==> config.mk <==
export PLATFORM = sky130hd
export DESIGN_NAME = encoder_input_conditioning
export DESIGN_NICKNAME = d
export VERILOG_FILES = /design/src/encoder_input_conditioning.v
export VERILOG_INCLUDE_DIRS = /design/src
export SDC_FILE = /design/constraint.sdc
export NUM_CORES = 1
export LEC_CHECK = 0
export BUFFER_PORTS_ARGS = -buffer_cell sky130_fd_sc_hd__buf_4
export CORE_MARGIN = 2
export CORE_UTILIZATION = 45
export DETAILED_ROUTE_END_ITERATION = 6
export PLACE_DENSITY = 0.85
export SKIP_CTS_REPAIR_TIMING = 1
export SLEW_MARGIN = 10
export SYNTH_ARGS = -nofsm -noshare
export SYNTH_HDL_FRONTEND = slang
export SYNTH_SLANG_ARGS = --single-unit
==> constraint.sdc <==
create_clock -name aclk -period 2.9 [get_ports aclk]
set_input_delay 0.29 -clock aclk [delete_from_list [all_inputs] [get_ports aclk]]
set_output_delay 0.29 -clock aclk [all_outputs]
set_load 0.01 [all_outputs]
==> src/encoder_input_conditioning_consts.vh <==
`ifndef ENCODER_INPUT_CONDITIONING_CONSTS_VH
`define ENCODER_INPUT_CONDITIONING_CONSTS_VH

// ----------------------------------------------------------------------------
// Register map (byte addresses)
// ----------------------------------------------------------------------------
`define ENC_ADDR_W              4
`define ENC_IO_CONTROL_ADDR     4'h0
`define ENC_IO_CONTROL_HI_ADDR  4'h4

// ----------------------------------------------------------------------------
// encoder_io_control field positions
// ----------------------------------------------------------------------------
`define ENC_BIT_CHAN_A_STATE    0
`define ENC_BIT_CHAN_B_STATE    1
`define ENC_BIT_INDEX_STATE     2
`define ENC_BIT_HOME_STATE      3
`define ENC_BIT_CHAN_A_INVERT   4
`define ENC_BIT_CHAN_B_INVERT   5
`define ENC_BIT_INDEX_INVERT    6
`define ENC_BIT_HOME_INVERT     7
`define ENC_BIT_AB_SWAP         8
`define ENC_OUT_FUNC_LSB        9
`define ENC_OUT_FUNC_MSB        10
`define ENC_FILT_DIV_LSB        11
`define ENC_FILT_DIV_MSB        13
`define ENC_BIT_FILTER_EN       14
`define ENC_BIT_POS_CAPTURE_EN  15
`define ENC_BIT_HOME_CAPTURE_EN 0

// ----------------------------------------------------------------------------
// Reset values and bus answers
// ----------------------------------------------------------------------------
`define ENC_CTRL_RESET          12'h000
`define ENC_HI_RESET            1'h0
`define ENC_RESP_OKAY           2'h0
`define ENC_RESP_SLVERR         2'h2

`endif

==> src/encoder_input_conditioning.v <==
// The AXI4-Lite register port and the address map are this design's own decisions.
`timescale 1ns/1ps
`include "encoder_input_conditioning_consts.vh"

// Summary of operation
// - The index status bit reads the index pin exclusive-ORed with the index invert setting.
// - Without swap, the channel B status bit is the B pin, inverted when channel B invert is set.
// - With swap, the channel B status bit comes from the A pin, inverted when channel B invert is set.
// - Without swap, the channel A status bit is the A pin, inverted when channel A invert is set.
// - With swap, the channel A status bit comes from the B pin, inverted when channel A invert is set.
// - Channel A and B status bits are read-only and show the signals after inversion and swap.
module encoder_input_conditioning
(
    // Clock and reset
    input  wire        aclk,
    input  wire        aresetn,
    // AXI4-Lite write address
    input  wire [31:0] awaddr,
    input  wire [2:0]  awprot,
    input  wire        awvalid,
    output reg         awready,
    // AXI4-Lite write data
    input  wire [31:0] wdata,
    input  wire [3:0]  wstrb,
    input  wire        wvalid,
    output reg         wready,
    // AXI4-Lite write response
    output reg  [1:0]  bresp,
    output reg         bvalid,
    input  wire        bready,
    // AXI4-Lite read address
    input  wire [31:0] araddr,
    input  wire [2:0]  arprot,
    input  wire        arvalid,
    output reg         arready,
    // AXI4-Lite read data
    output reg  [31:0] rdata,
    output reg  [1:0]  rresp,
    output reg         rvalid,
    input  wire        rready,
    // Encoder pins
    input  wire        chan_a_pin,
    input  wire        chan_b_pin,
    input  wire        index_pulse_pin,
    input  wire        home_pin,
    // Conditioned signals to decoder, counter and capture logic
    output reg         cond_chan_a,
    output reg         cond_chan_b,
    output reg         cond_index,
    output reg         cond_home,
    // Stored settings for downstream logic
    output reg         pos_capture_en,
    output reg         filter_en,
    output reg  [2:0]  filter_div,
    output reg  [1:0]  out_func,
    output reg         home_capture_en
);

    // ------------------------------------------------------------------------
    // Functions
    // ------------------------------------------------------------------------
    function cond_bit;
        input pin;
        input invert;
        begin
            cond_bit = pin ^ invert;
        end
    endfunction

    function is_ctrl_lo;
        input [`ENC_ADDR_W-1:0] addr;
        begin
            is_ctrl_lo = (addr == `ENC_IO_CONTROL_ADDR);
        end
    endfunction

    function is_ctrl_hi;
        input [`ENC_ADDR_W-1:0] addr;
        begin
            is_ctrl_hi = (addr == `ENC_IO_CONTROL_HI_ADDR);
        end
    endfunction

    function is_mapped;
        input [`ENC_ADDR_W-1:0] addr;
        begin
            is_mapped = is_ctrl_lo(addr) || is_ctrl_hi(addr);
        end
    endfunction

    // ------------------------------------------------------------------------
    // Control state
    // ------------------------------------------------------------------------
    reg                    chan_a_invert;
    reg                    chan_b_invert;
    reg                    index_invert;
    reg                    home_invert;
    reg                    ab_swap;
    reg                    aw_held;
    reg                    w_held;
    // Write request parked until both halves are in
    reg [`ENC_ADDR_W-1:0]  wr_addr;
    // Only the low half-word carries fields
    reg [15:0]             wr_data;
    reg [1:0]              wr_strb;
    wire                   do_write;
    reg [15:0]             encoder_io_control;
    reg [15:0]             encoder_io_control_hi;
    reg [31:0]             read_word;
    reg [1:0]              read_resp;
    wire                   swapped_a;
    wire                   swapped_b;

    // ------------------------------------------------------------------------
    // Input conditioning
    // ------------------------------------------------------------------------
    // Swap ahead of inversion; each invert follows its output channel
    assign swapped_a = ab_swap ? chan_b_pin : chan_a_pin;
    assign swapped_b = ab_swap ? chan_a_pin : chan_b_pin;

    always @(posedge aclk)
    begin
        if (!aresetn)
        begin
            cond_chan_a <= 1'b0;
            cond_chan_b <= 1'b0;
            cond_index  <= 1'b0;
            cond_home   <= 1'b0;
        end
        else
        begin
            cond_chan_a <= cond_bit(swapped_a, chan_a_invert);
            cond_chan_b <= cond_bit(swapped_b, chan_b_invert);
            cond_index  <= cond_bit(index_pulse_pin, index_invert);
            cond_home   <= cond_bit(home_pin, home_invert);
        end
    end

    // ------------------------------------------------------------------------
    // Register images
    // ------------------------------------------------------------------------
    // Status bits come from the conditioning flops; writes never reach them
    always @*
    begin
        encoder_io_control                                      = 16'h0000;
        encoder_io_control[`ENC_BIT_CHAN_A_STATE]               = cond_chan_a;
        encoder_io_control[`ENC_BIT_CHAN_B_STATE]               = cond_chan_b;
        encoder_io_control[`ENC_BIT_INDEX_STATE]                = cond_index;
        encoder_io_control[`ENC_BIT_HOME_STATE]                 = cond_home;
        encoder_io_control[`ENC_BIT_CHAN_A_INVERT]              = chan_a_invert;
        encoder_io_control[`ENC_BIT_CHAN_B_INVERT]              = chan_b_invert;
        encoder_io_control[`ENC_BIT_INDEX_INVERT]               = index_invert;
        encoder_io_control[`ENC_BIT_HOME_INVERT]                = home_invert;
        encoder_io_control[`ENC_BIT_AB_SWAP]                    = ab_swap;
        encoder_io_control[`ENC_OUT_FUNC_MSB:`ENC_OUT_FUNC_LSB] = out_func;
        encoder_io_control[`ENC_FILT_DIV_MSB:`ENC_FILT_DIV_LSB] = filter_div;
        encoder_io_control[`ENC_BIT_FILTER_EN]                  = filter_en;
        encoder_io_control[`ENC_BIT_POS_CAPTURE_EN]             = pos_capture_en;
    end

    // Only the capture enable is implemented in the high word
    always @*
    begin
        encoder_io_control_hi                                   = 16'h0000;
        encoder_io_control_hi[`ENC_BIT_HOME_CAPTURE_EN]         = home_capture_en;
    end

    // ------------------------------------------------------------------------
    // Write channel
    // ------------------------------------------------------------------------
    // One write at a time; the response must be taken before the next
    assign do_write = aw_held && w_held && !bvalid;

    always @(posedge aclk)
    begin
        if (!aresetn)
        begin
            awready <= 1'b1;
            wready  <= 1'b1;
            aw_held <= 1'b0;
            w_held  <= 1'b0;
            wr_addr <= {`ENC_ADDR_W{1'b0}};
            wr_data <= 16'h0000;
            wr_strb <= 2'h0;
            bvalid  <= 1'b0;
            bresp   <= `ENC_RESP_OKAY;
        end
        else
        begin
            // Address and data may arrive in either order
            if (awvalid && awready)
            begin
                aw_held <= 1'b1;
                awready <= 1'b0;
                wr_addr <= awaddr[`ENC_ADDR_W-1:0];
            end
            if (wvalid && wready)
            begin
                w_held  <= 1'b1;
                wready  <= 1'b0;
                wr_data <= wdata[15:0];
                wr_strb <= wstrb[1:0];
            end
            if (do_write)
            begin
                bvalid  <= 1'b1;
                bresp   <= is_mapped(wr_addr) ? `ENC_RESP_OKAY : `ENC_RESP_SLVERR;
                aw_held <= 1'b0;
                w_held  <= 1'b0;
            end
            if (bvalid && bready)
            begin
                bvalid  <= 1'b0;
                awready <= 1'b1;
                wready  <= 1'b1;
            end
        end
    end

    // Writable fields only; status bits ignore writes
    always @(posedge aclk)
    begin
        if (!aresetn)
        begin
            {pos_capture_en, filter_en, filter_div, out_func, ab_swap,
             home_invert, index_invert, chan_b_invert, chan_a_invert} <= `ENC_CTRL_RESET;
            home_capture_en <= `ENC_HI_RESET;
        end
        else if (do_write)
        begin
            if (is_ctrl_lo(wr_addr))
            begin
                if (wr_strb[0])
                begin
                    chan_a_invert <= wr_data[`ENC_BIT_CHAN_A_INVERT];
                    chan_b_invert <= wr_data[`ENC_BIT_CHAN_B_INVERT];
                    index_invert  <= wr_data[`ENC_BIT_INDEX_INVERT];
                    home_invert   <= wr_data[`ENC_BIT_HOME_INVERT];
                end
                if (wr_strb[1])
                begin
                    ab_swap        <= wr_data[`ENC_BIT_AB_SWAP];
                    out_func       <= wr_data[`ENC_OUT_FUNC_MSB:`ENC_OUT_FUNC_LSB];
                    filter_div     <= wr_data[`ENC_FILT_DIV_MSB:`ENC_FILT_DIV_LSB];
                    filter_en      <= wr_data[`ENC_BIT_FILTER_EN];
                    pos_capture_en <= wr_data[`ENC_BIT_POS_CAPTURE_EN];
                end
            end
            else if (is_ctrl_hi(wr_addr) && wr_strb[0])
            begin
                home_capture_en <= wr_data[`ENC_BIT_HOME_CAPTURE_EN];
            end
        end
    end

    // ------------------------------------------------------------------------
    // Read word selection
    // ------------------------------------------------------------------------
    // Status bits are those held in the flops at the take edge
    always @*
    begin
        read_word = 32'h00000000;
        read_resp = `ENC_RESP_SLVERR;
        if (is_ctrl_lo(araddr[`ENC_ADDR_W-1:0]))
        begin
            read_word = {16'h0000, encoder_io_control};
            read_resp = `ENC_RESP_OKAY;
        end
        else if (is_ctrl_hi(araddr[`ENC_ADDR_W-1:0]))
        begin
            read_word = {16'h0000, encoder_io_control_hi};
            read_resp = `ENC_RESP_OKAY;
        end
    end

    // ------------------------------------------------------------------------
    // Read channel
    // ------------------------------------------------------------------------
    always @(posedge aclk)
    begin
        if (!aresetn)
        begin
            arready <= 1'b1;
            rvalid  <= 1'b0;
            rdata   <= 32'h00000000;
            rresp   <= `ENC_RESP_OKAY;
        end
        else
        begin
            if (arvalid && arready)
            begin
                arready <= 1'b0;
                rvalid  <= 1'b1;
                rdata   <= read_word;
                rresp   <= read_resp;
            end
            if (rvalid && rready)
            begin
                rvalid  <= 1'b0;
                arready <= 1'b1;
            end
        end
    end

endmodule

* Yosys cells after proc, flatten, opt, wreduce, memory -nomap -nowiden
Index checks and enable logic that the tools add are counted.
** Storage, ports and cells
- Bits of input ports :: 117
- Logic and storage cells :: 60
- Output and inout bits :: 53
- Register bits after elaboration :: 82
** Cells by class
- Reduce and logical (&&, ||, !) cells :: 18
- Multiplexer cells :: 7
- Eq/ne operators :: 2
- Bitwise logic cells :: 6
** Operators by type and width (number)
- $mux W16 :: 1
- $reduce_and A3 Y1 :: 3
- $eq A4 B3 Y1 const B :: 2
- $logic_and A1 B1 Y1 :: 8
- $logic_not A4 Y1 :: 2
- $mux W2 :: 3
- $reduce_or A2 Y1 :: 3
- $xor A1 B1 Y1 :: 4
- $mux W1 :: 3
- $not A1 Y1 :: 2
- $logic_not A1 Y1 :: 1
- $logic_or A1 B1 Y1 :: 1

* Depth between registers and ports, before layout
Gate-level depths: netlist of the first run.
- Depth after elaboration :: 3
- Mapped depth :: 5
- Depth with buffers taken out :: 3

* Worst setup path before layout of the first run
Ideal clock, no wire load.
- Path type :: register to register
- Start point :: register bvalid
- End point :: register ab_swap
- Path buffers :: 0
- Stages on the path, launching flop included :: 4
- Data required time :: 2.828 ns
- Setup time :: 0.072 ns
- Period minus slack after synthesis :: 1.722 ns
- Path slack :: 1.178 ns
- Arrival time :: 1.650 ns
- Path through :: dfxtp_1 -> or4b_4 -> nor4_4 -> mux2i_1
** On the way
- Longest elaborated chain between the ends :: 3
** Ends and longest elaborated chain
- from (decl) :: line encoder_input_conditioning.v:29 : output reg bvalid,
- from (signal assigned) :: line encoder_input_conditioning.v:185 : bvalid <= 1'b0;
- from (signal assigned) :: line encoder_input_conditioning.v:206 : bvalid <= 1'b1;
- from (signal assigned) :: line encoder_input_conditioning.v:213 : bvalid <= 1'b0;
- $logic_not A1 Y1 :: line encoder_input_conditioning.v:172 : assign do_write = aw_held && w_held && !bvalid;
- $logic_and A1 B1 Y1 :: line encoder_input_conditioning.v:172
- $reduce_and A3 Y1 (no line)
- to (signal assigned) :: line encoder_input_conditioning.v:242 : ab_swap <= wr_data[`ENC_BIT_AB_SWAP];
- to (decl) :: line encoder_input_conditioning.v:98 : reg ab_swap;
No other way between the ends.
A chain may end at the register's enable or synchronous reset.

* Worst setup path in the final report of the first run
- Start point :: register bvalid
- End point :: register filter_div[1]
** On the way
- Longest elaborated chain between the ends :: 3
** Ends and longest elaborated chain
- $logic_not A1 Y1 :: line encoder_input_conditioning.v:172
- $logic_and A1 B1 Y1 :: line encoder_input_conditioning.v:172
- $reduce_and A3 Y1 (no line)
- to (signal assigned) :: line encoder_input_conditioning.v:244 : filter_div <= wr_data[`ENC_FILT_DIV_MSB:`ENC_FILT_DIV_LSB];
- to (decl) :: line encoder_input_conditioning.v:54 : output reg [2:0] filter_div,
No other way between the ends.

==> impl_metrics.ini, run 1 <==
[route]
routed_wl_um = 5370
vias_per_cell = 4.84
drtPass1Iterations = 4
drc_errors = 0
drtIter0Drc = 116
ant_nets = 0
wire_per_inst_um = 12.6
vias = 2059

[logic_synthesis]
syn_area_sq_mm = 0.00258
ys_warn_count = 0
netlist.area_leader.share = 0.474
synth_top_cell_by_area = dfxtp_1
post-synth-top-count-cell = nand2_1
synth_common_cells = nand2_1, dfxtp_1, a21boi_1, buf_4, mux2i_1
yosys-top-cells-area = dfxtp_1, nand2_1, a21boi_1
ys_seq_area_frac = 0.474
synth_ff_type = dfxtp_1
synth_edf_count = 0
netlist_instances = 286
synth_cell_types = 27
synth_area_per_cell_sq_um = 9.01
synth_seq_cells = 61
ys_async_sr_fraction = 0

[critical_path]
reg2reg_to = filter_div[1]$_SDFFE_PN0P_
cp.depth = 3
required_ns = 3.16
worstPathMaxFanout = 8
critPathCaptureType = register
critical_path_class = register to register
rrSetupSlack_ns = 1.04
critPathLaunch = bvalid$_SDFFE_PP0P_
worstPathCellList = or4b_4 > nor4_4 > mux2i_1
reg2reg_from = bvalid$_SDFFE_PP0P_
critPathBufInv = 0
critPathTopFamily = simple AND/OR/NAND/NOR gates
worst_r2r_path_depth = 3
critical_path_arrival_ns = 2.12
slowest_delay_ns = 0.62
cpMaxStageDelayCell = nor4_4
start_kind = register
cp-endpoint = filter_div[1]$_SDFFE_PN0P_

[cells_and_area]
drive_gt1_frac = 0.241
syn2layout_area_growth_pct = 25.0
instances_no_fill = 425
fin_nets = 465
antenna_cells = 0

[place]
post-dp-hpwl_um = 3700
placedCellCount = 409
globalplace.congestion = 0.776
port_buffers = 68

[global_routing]
grt_pass1_vias = 1864
antenna_found_initial = 0
grt_max_degree = 74
grt-ovfl-total = 0
track_usage = 0.175
grt_pass1_wl_um = 8630

[status]
status = finished, final reports clean

[floorplan]
dieArea_sq_mm = 0.00635
start_util = 0.468
core-area_sq_mm = 0.00551
std_cell_rows = 27
die_height_um = 79.7
io_pins = 170
die_w_um = 79.7

[power]
ir_worst_vdd_v = 0.000301
netSwitchingPower_mw = 0.416
cellInternalPower_mw = 1.30
power_leakage_nw = 1.34
powerDensity_mw_per_mm2 = 532
switching_share = 0.243
clkPwrFrac = 0.386
seqPwrFrac = 0.517
combPwrFrac = 0.097

[sta]
final.period_utilization = 0.642
slew_headroom = 0.317
clock_skew_ns = 0.00405
worst_pin_slew_ns = 1.02
rsz0062_at_grt = no
finalCriticalPeriod_ns = 1.86
drv_slew = 0
fmaxAchievable_ghz = 0.537
fin_tns_setup_ns = 0
report.final.setup_viol = 0
finalHoldViolations = 0

[worst_hold_path]
min_path_type = input port to register

[clock_network]
insertion_delay_ns = 0.33
clk_pin_slew_ns = 0.06
cts_tree = yes
ctsLongestPathBuffers = 2
numCtsBuffers = 9
root_buffer = clkbuf_8
cts.sinks = 61
htreeDepth = 3

[job]
drv_cap = 0
cell type report:
class	instances	area [sq um]
tap	72	90.1
timing repair buffer	68	510
fill	501	2280
sequential	61	1220
clock inverter	1	5.00
clock buffer	15	166
multi-input combinational	206	1220
inverter	2	7.51
sequential cells by signal (all words and copies together) (netlist names), 2 cells and up:
signal / count
rdata: 16
wr_data: 13
wr_addr: 4
filter_div: 3
out_func: 2
wr_strb: 2
per-layer routing:
layer	wire length [um]	vias up	part of all wire	GRT usage
met2	2460	70	0.46	0.270
li1	-	1046	-	-
met1	2480	931	0.46	0.234
met3	331	12	0.062	0.0328
met4	102	0	0.019	0.0879
met5	0	-	0	0
metrics by stage:
stage	power [mW]	hold WS (ns)	util	instance area (sq um)	setup slack (ns)
2_1_floorplan	1.02	0.390	-	2640	1.18
4_1_cts	1.73	0.143	0.585	3220	1.01
3_5_place_dp	1.07	0.444	0.554	3050	1.04
5_1_grt	1.79	0.156	0.585	3220	0.947
3_3_place_gp	1.07	0.437	0.554	3050	1.10
6_report	1.72	0.153	0.585	3220	1.04
worst reg2reg max path: stages (launching register included):
cell and delay [ns]:
dfxtp_1 0.35, or4b_4 0.57, nor4_4 0.62, mux2i_1 0.26
worst min-delay path by stage:
stage,from,end,slack (ns),depth (start not counted)
2_1_floorplan,awvalid,awready$_SDFFE_PP1P_,0.39,1
3_3_place_gp,rdata[3]$_SDFFE_PN0P_,rdata[3]$_SDFFE_PN0P_,0.44,2
3_5_place_dp,rdata[11]$_SDFFE_PN0P_,rdata[11]$_SDFFE_PN0P_,0.44,2
4_1_cts,wvalid,wready$_SDFFE_PP1P_,0.14,2
5_1_grt,wvalid,wready$_SDFFE_PP1P_,0.16,2
6_report,wvalid,wready$_SDFFE_PP1P_,0.15,2
placed cells by master (no fill, tap or decap), types with 2 or more instances in the layout:
| cell | instances |
|---|---|
| inv_1 | 2 |
| nor4_4 | 2 |
| xor2_1 | 2 |
| xnor2_1 | 2 |
| dfxtp_1 | 61 |
| o211a_1 | 2 |
| nor2_1 | 3 |
| clkbuf_8 | 11 |
| nand4_1 | 2 |
| and2_1 | 7 |
| nand3_1 | 6 |
| o21ai_0 | 2 |
| a21boi_1 | 35 |
| nand2b_1 | 2 |
| clkbuf_1 | 4 |
| mux2i_1 | 16 |
| nand2_1 | 84 |
| nand4b_1 | 15 |
| conb_1 | 18 |
| buf_4 | 68 |
logic make-up after synthesis:
| group | count (synthesis) | share of synthesized area |
|---|---|---|
| compound gates | 41 | 0.118 |
| simple gates | 126 | 0.248 |
| other cells | 1 | 0.00145 |
| mux | 17 | 0.0665 |
| flops | 61 | 0.474 |
| buf+inv | 36 | 0.0786 |
| xor+xnor | 4 | 0.0136 |
power by group through the flow:
stage | sequential, mW | combinational, mW | clock (mW)
4_1_cts | 0.887 | 0.168 | 0.671
3_5_place_dp | 0.905 | 0.167 | 0
6_report | 0.887 | 0.167 | 0.662
3_3_place_gp | 0.904 | 0.164 | 0
2_1_floorplan | 0.906 | 0.113 | 0
5_1_grt | 0.890 | 0.185 | 0.716
Note: power is estimated with default switching activity, not from simulation.
==> run 2: changes to the inputs <==
ABC_AREA = 1   (was not set)
CORE_UTILIZATION = 38   (was 45)
PLACE_DENSITY = 0.77   (was 0.85)
clock period = 1.7 ns   (was 2.9 ns; I/O delays follow)
==> run 2 against run 1 <==
Routed wire length rose by 2.5%. Critical path depth did not move. Cell area is 1.4% higher. Die area increased by 16%. Largest cell class is now sequential cells.
==> impl_metrics.ini, run 2 <==
[logic_synthesis]
synth_top_family_by_area = simple AND/OR/NAND/NOR gates
synth_seq_cells = 61
synth_cell_types = 24
post-synth-top-count-cell = dfxtp_1
ys_warn_count = 0
synth_area_per_cell_sq_um = 7.75
yosys.area_share.simple = 0.231
synth_top_cell_by_area = dfxtp_1
synth_ff_type = dfxtp_1
synthAdderAreaFrac = 0
netlist.area_leader.share = 0.479
synth_xor_xnor_area_share = 0.00687
syn_area_sq_mm = 0.00255
ys_seq_area_frac = 0.479
synth_compound_area_frac = 0.154
synth_edf_count = 0
ys_async_sr_fraction = 0
synth_common_cells = dfxtp_1, nand2_1, nor2_1, a21oi_1
yosys-top-cells-area = dfxtp_1, nand2_1, nor2_1
netlist_instances = 329
synthMuxAreaShare = 0

[sta]
finalCriticalPeriod_ns = 1.26
slew_headroom = 0.622
finalHoldViolations = 0
rsz0062_at_grt = no
drv_slew = 0
fin_tns_setup_ns = 0
fmaxAchievable_ghz = 0.792
clock_skew_ns = 0.00617
report.final.setup_viol = 0
layout_setup_ws_ns = 0.437
worst_pin_slew_ns = 0.565
final.period_utilization = 0.743

[cells_and_area]
fin_nets = 515
largest_reg_flops = 16
syn2layout_area_growth_pct = 28.1
final_util = 0.509
n_fill_cell = 617
instances_no_fill = 480
mostFrequentLayoutCell = buf_4
regMostFlops = rdata
finalInstanceArea_sq_mm = 0.00327
drive_gt1_frac = 0.246
mostFrequentLayoutCells = buf_4, dfxtp_1, nand2_1
antenna_cells = 0
reg.largest.list = rdata: 16 flops, wr_data: 13 flops, wr_addr: 4 flops

[critical_path]
worstPathCellList = nand2_1 > o21ai_0 > a21oi_1
critPathCaptureType = register
reg2reg_from = wready$_SDFFE_PP1P_
critical_path_arrival_ns = 1.47
rrSetupSlack_ns = 0.44
critical_path_class = register to register
required_ns = 1.91
reg2reg_to = wr_data[5]$_SDFFE_PN0P_
critPathBufInv = 0
worst_r2r_path_depth = 3
worstPathMaxFanout = 24
cpMaxStageDelayCell = dfxtp_1
start_kind = register
slowest_delay_ns = 0.37
critPathTopFamily = compound AO/OA/AOI/OAI gates

[floorplan]
die_w_um = 85.9
dieArea_sq_mm = 0.00738
core-area_sq_mm = 0.00642
io_pins = 170
die_height_um = 85.9
std_cell_rows = 29
start_util = 0.397

[worst_hold_path]
hold_path.startpoint = rready
min_to = arready$_SDFFE_PP1P_
min_path_cells = 3
min_path_type = input port to register

[route]
drtPass1Iterations = 4
wire_per_inst_um = 11.5
ant_nets = 0
vias_per_cell = 4.61
drtIter0Drc = 57
drc_errors = 0
routed_wl_um = 5510
vias = 2212

[global_routing]
grt_pass1_vias = 2059
track_usage = 0.159
grt-ovfl-total = 0
antenna_found_initial = 0
grt_max_degree = 38
grt_pass1_wl_um = 9340

[clock_network]
numCtsBuffers = 9
root_buffer = clkbuf_8
insertion_delay_ns = 0.33
clk_pin_slew_ns = 0.07
ctsLongestPathBuffers = 2
cts.sinks = 61
htreeDepth = 3
cts_tree = yes

[power]
powerDensity_mw_per_mm2 = 1020
power_leakage_nw = 1.43
ir_worst_vdd_v = 0.000414

[place]
post-dp-hpwl_um = 4030
placed_cell_area_sq_mm = 0.00304
globalplace.congestion = 0.786
port_buffers = 68
placedCellCount = 464
dp_worst_setup_slack_ns = 0.437

[status]
status = finished, final reports clean

[job]
drv_cap = 0
[run 2: cell count changes in the layout (fill, tap and decap cells not counted), sizes merged, moves of 3 or more]
cell	before	now
a21oi	1	27
nand4b	15	0
o21ai	2	25
o21a	1	16
inv	2	27
and2	7	0
nand3	6	17
a21boi	35	1
nor2	3	54
clkbuf	15	12
mux2i	16	0
nand2	84	60
buf	68	73
[run 2: worst max-delay path by stage]
stage,from,endpoint,slack [ns],cells after the start
3_5_place_dp,wready$_SDFFE_PP1P_,wr_data[12]$_SDFFE_PN0P_,0.44,3
3_3_place_gp,wready$_SDFFE_PP1P_,wr_data[0]$_SDFFE_PN0P_,0.51,3
6_report,wready$_SDFFE_PP1P_,wr_data[5]$_SDFFE_PN0P_,0.44,3
5_1_grt,wready$_SDFFE_PP1P_,wr_data[5]$_SDFFE_PN0P_,0.28,3
2_1_floorplan,arready$_SDFFE_PP1P_,rdata[11]$_SDFFE_PN0P_,0.64,6
4_1_cts,wready$_SDFFE_PP1P_,wr_data[12]$_SDFFE_PN0P_,0.42,3
[run 2: tightest hold or removal path, stage by stage]
cell and delay [ns]:
buf_4 0.08, a21oi_1 0.07, nand2_1 0.06
[run 2: power breakdown]
group	leakage (nW)	internal, mW	switching (mW)	total (mW)
clock	0.116	0.901	0.528	1.43
sequential	0.499	1.50	0.0351	1.53
combinational	0.814	0.148	0.219	0.366
[run 2: area by class of cell]
class	count	area (sq um)	area share
clock buffers	12	155	0.0475
clock inverters	4	70.1	0.0214
multi-input cells	225	1070	0.327
inverters	28	106	0.0326
repair buffers	73	548	0.168
flip-flops and latches	61	1220	0.374
well taps	77	96.3	0.0295
[run 2: cells by family (layout without fill, tap and decap cells)]
| group | after synthesis | count (layout) |
|---|---|---|
| AO/OA/AOI/OAI | 70 | 70 |
| XOR/XNOR | 2 | 2 |
| buffers and inverters | 60 | 117 |
| flip-flops | 61 | 61 |
| other | 1 | 18 |
| AND/OR/NAND/NOR | 135 | 135 |
[run 2: routing by layer]
| metal | track usage | routed length (um) |
|---|---|---|
| met2 | 0.249 | 2520 |
| met5 | 0 | 0 |
| met4 | 0.0794 | 96 |
| met3 | 0.0366 | 335 |
| met1 | 0.205 | 2560 |
[run 2: through the flow]
stage / hold WS (ns) / power, mW
floorplan: 0.306 / 1.82
global placement: 0.395 / 1.92
detailed placement: 0.415 / 1.93
CTS: 0.0646 / 3.37
global route: 0.0688 / 3.49
finish: 0.0738 / 3.33
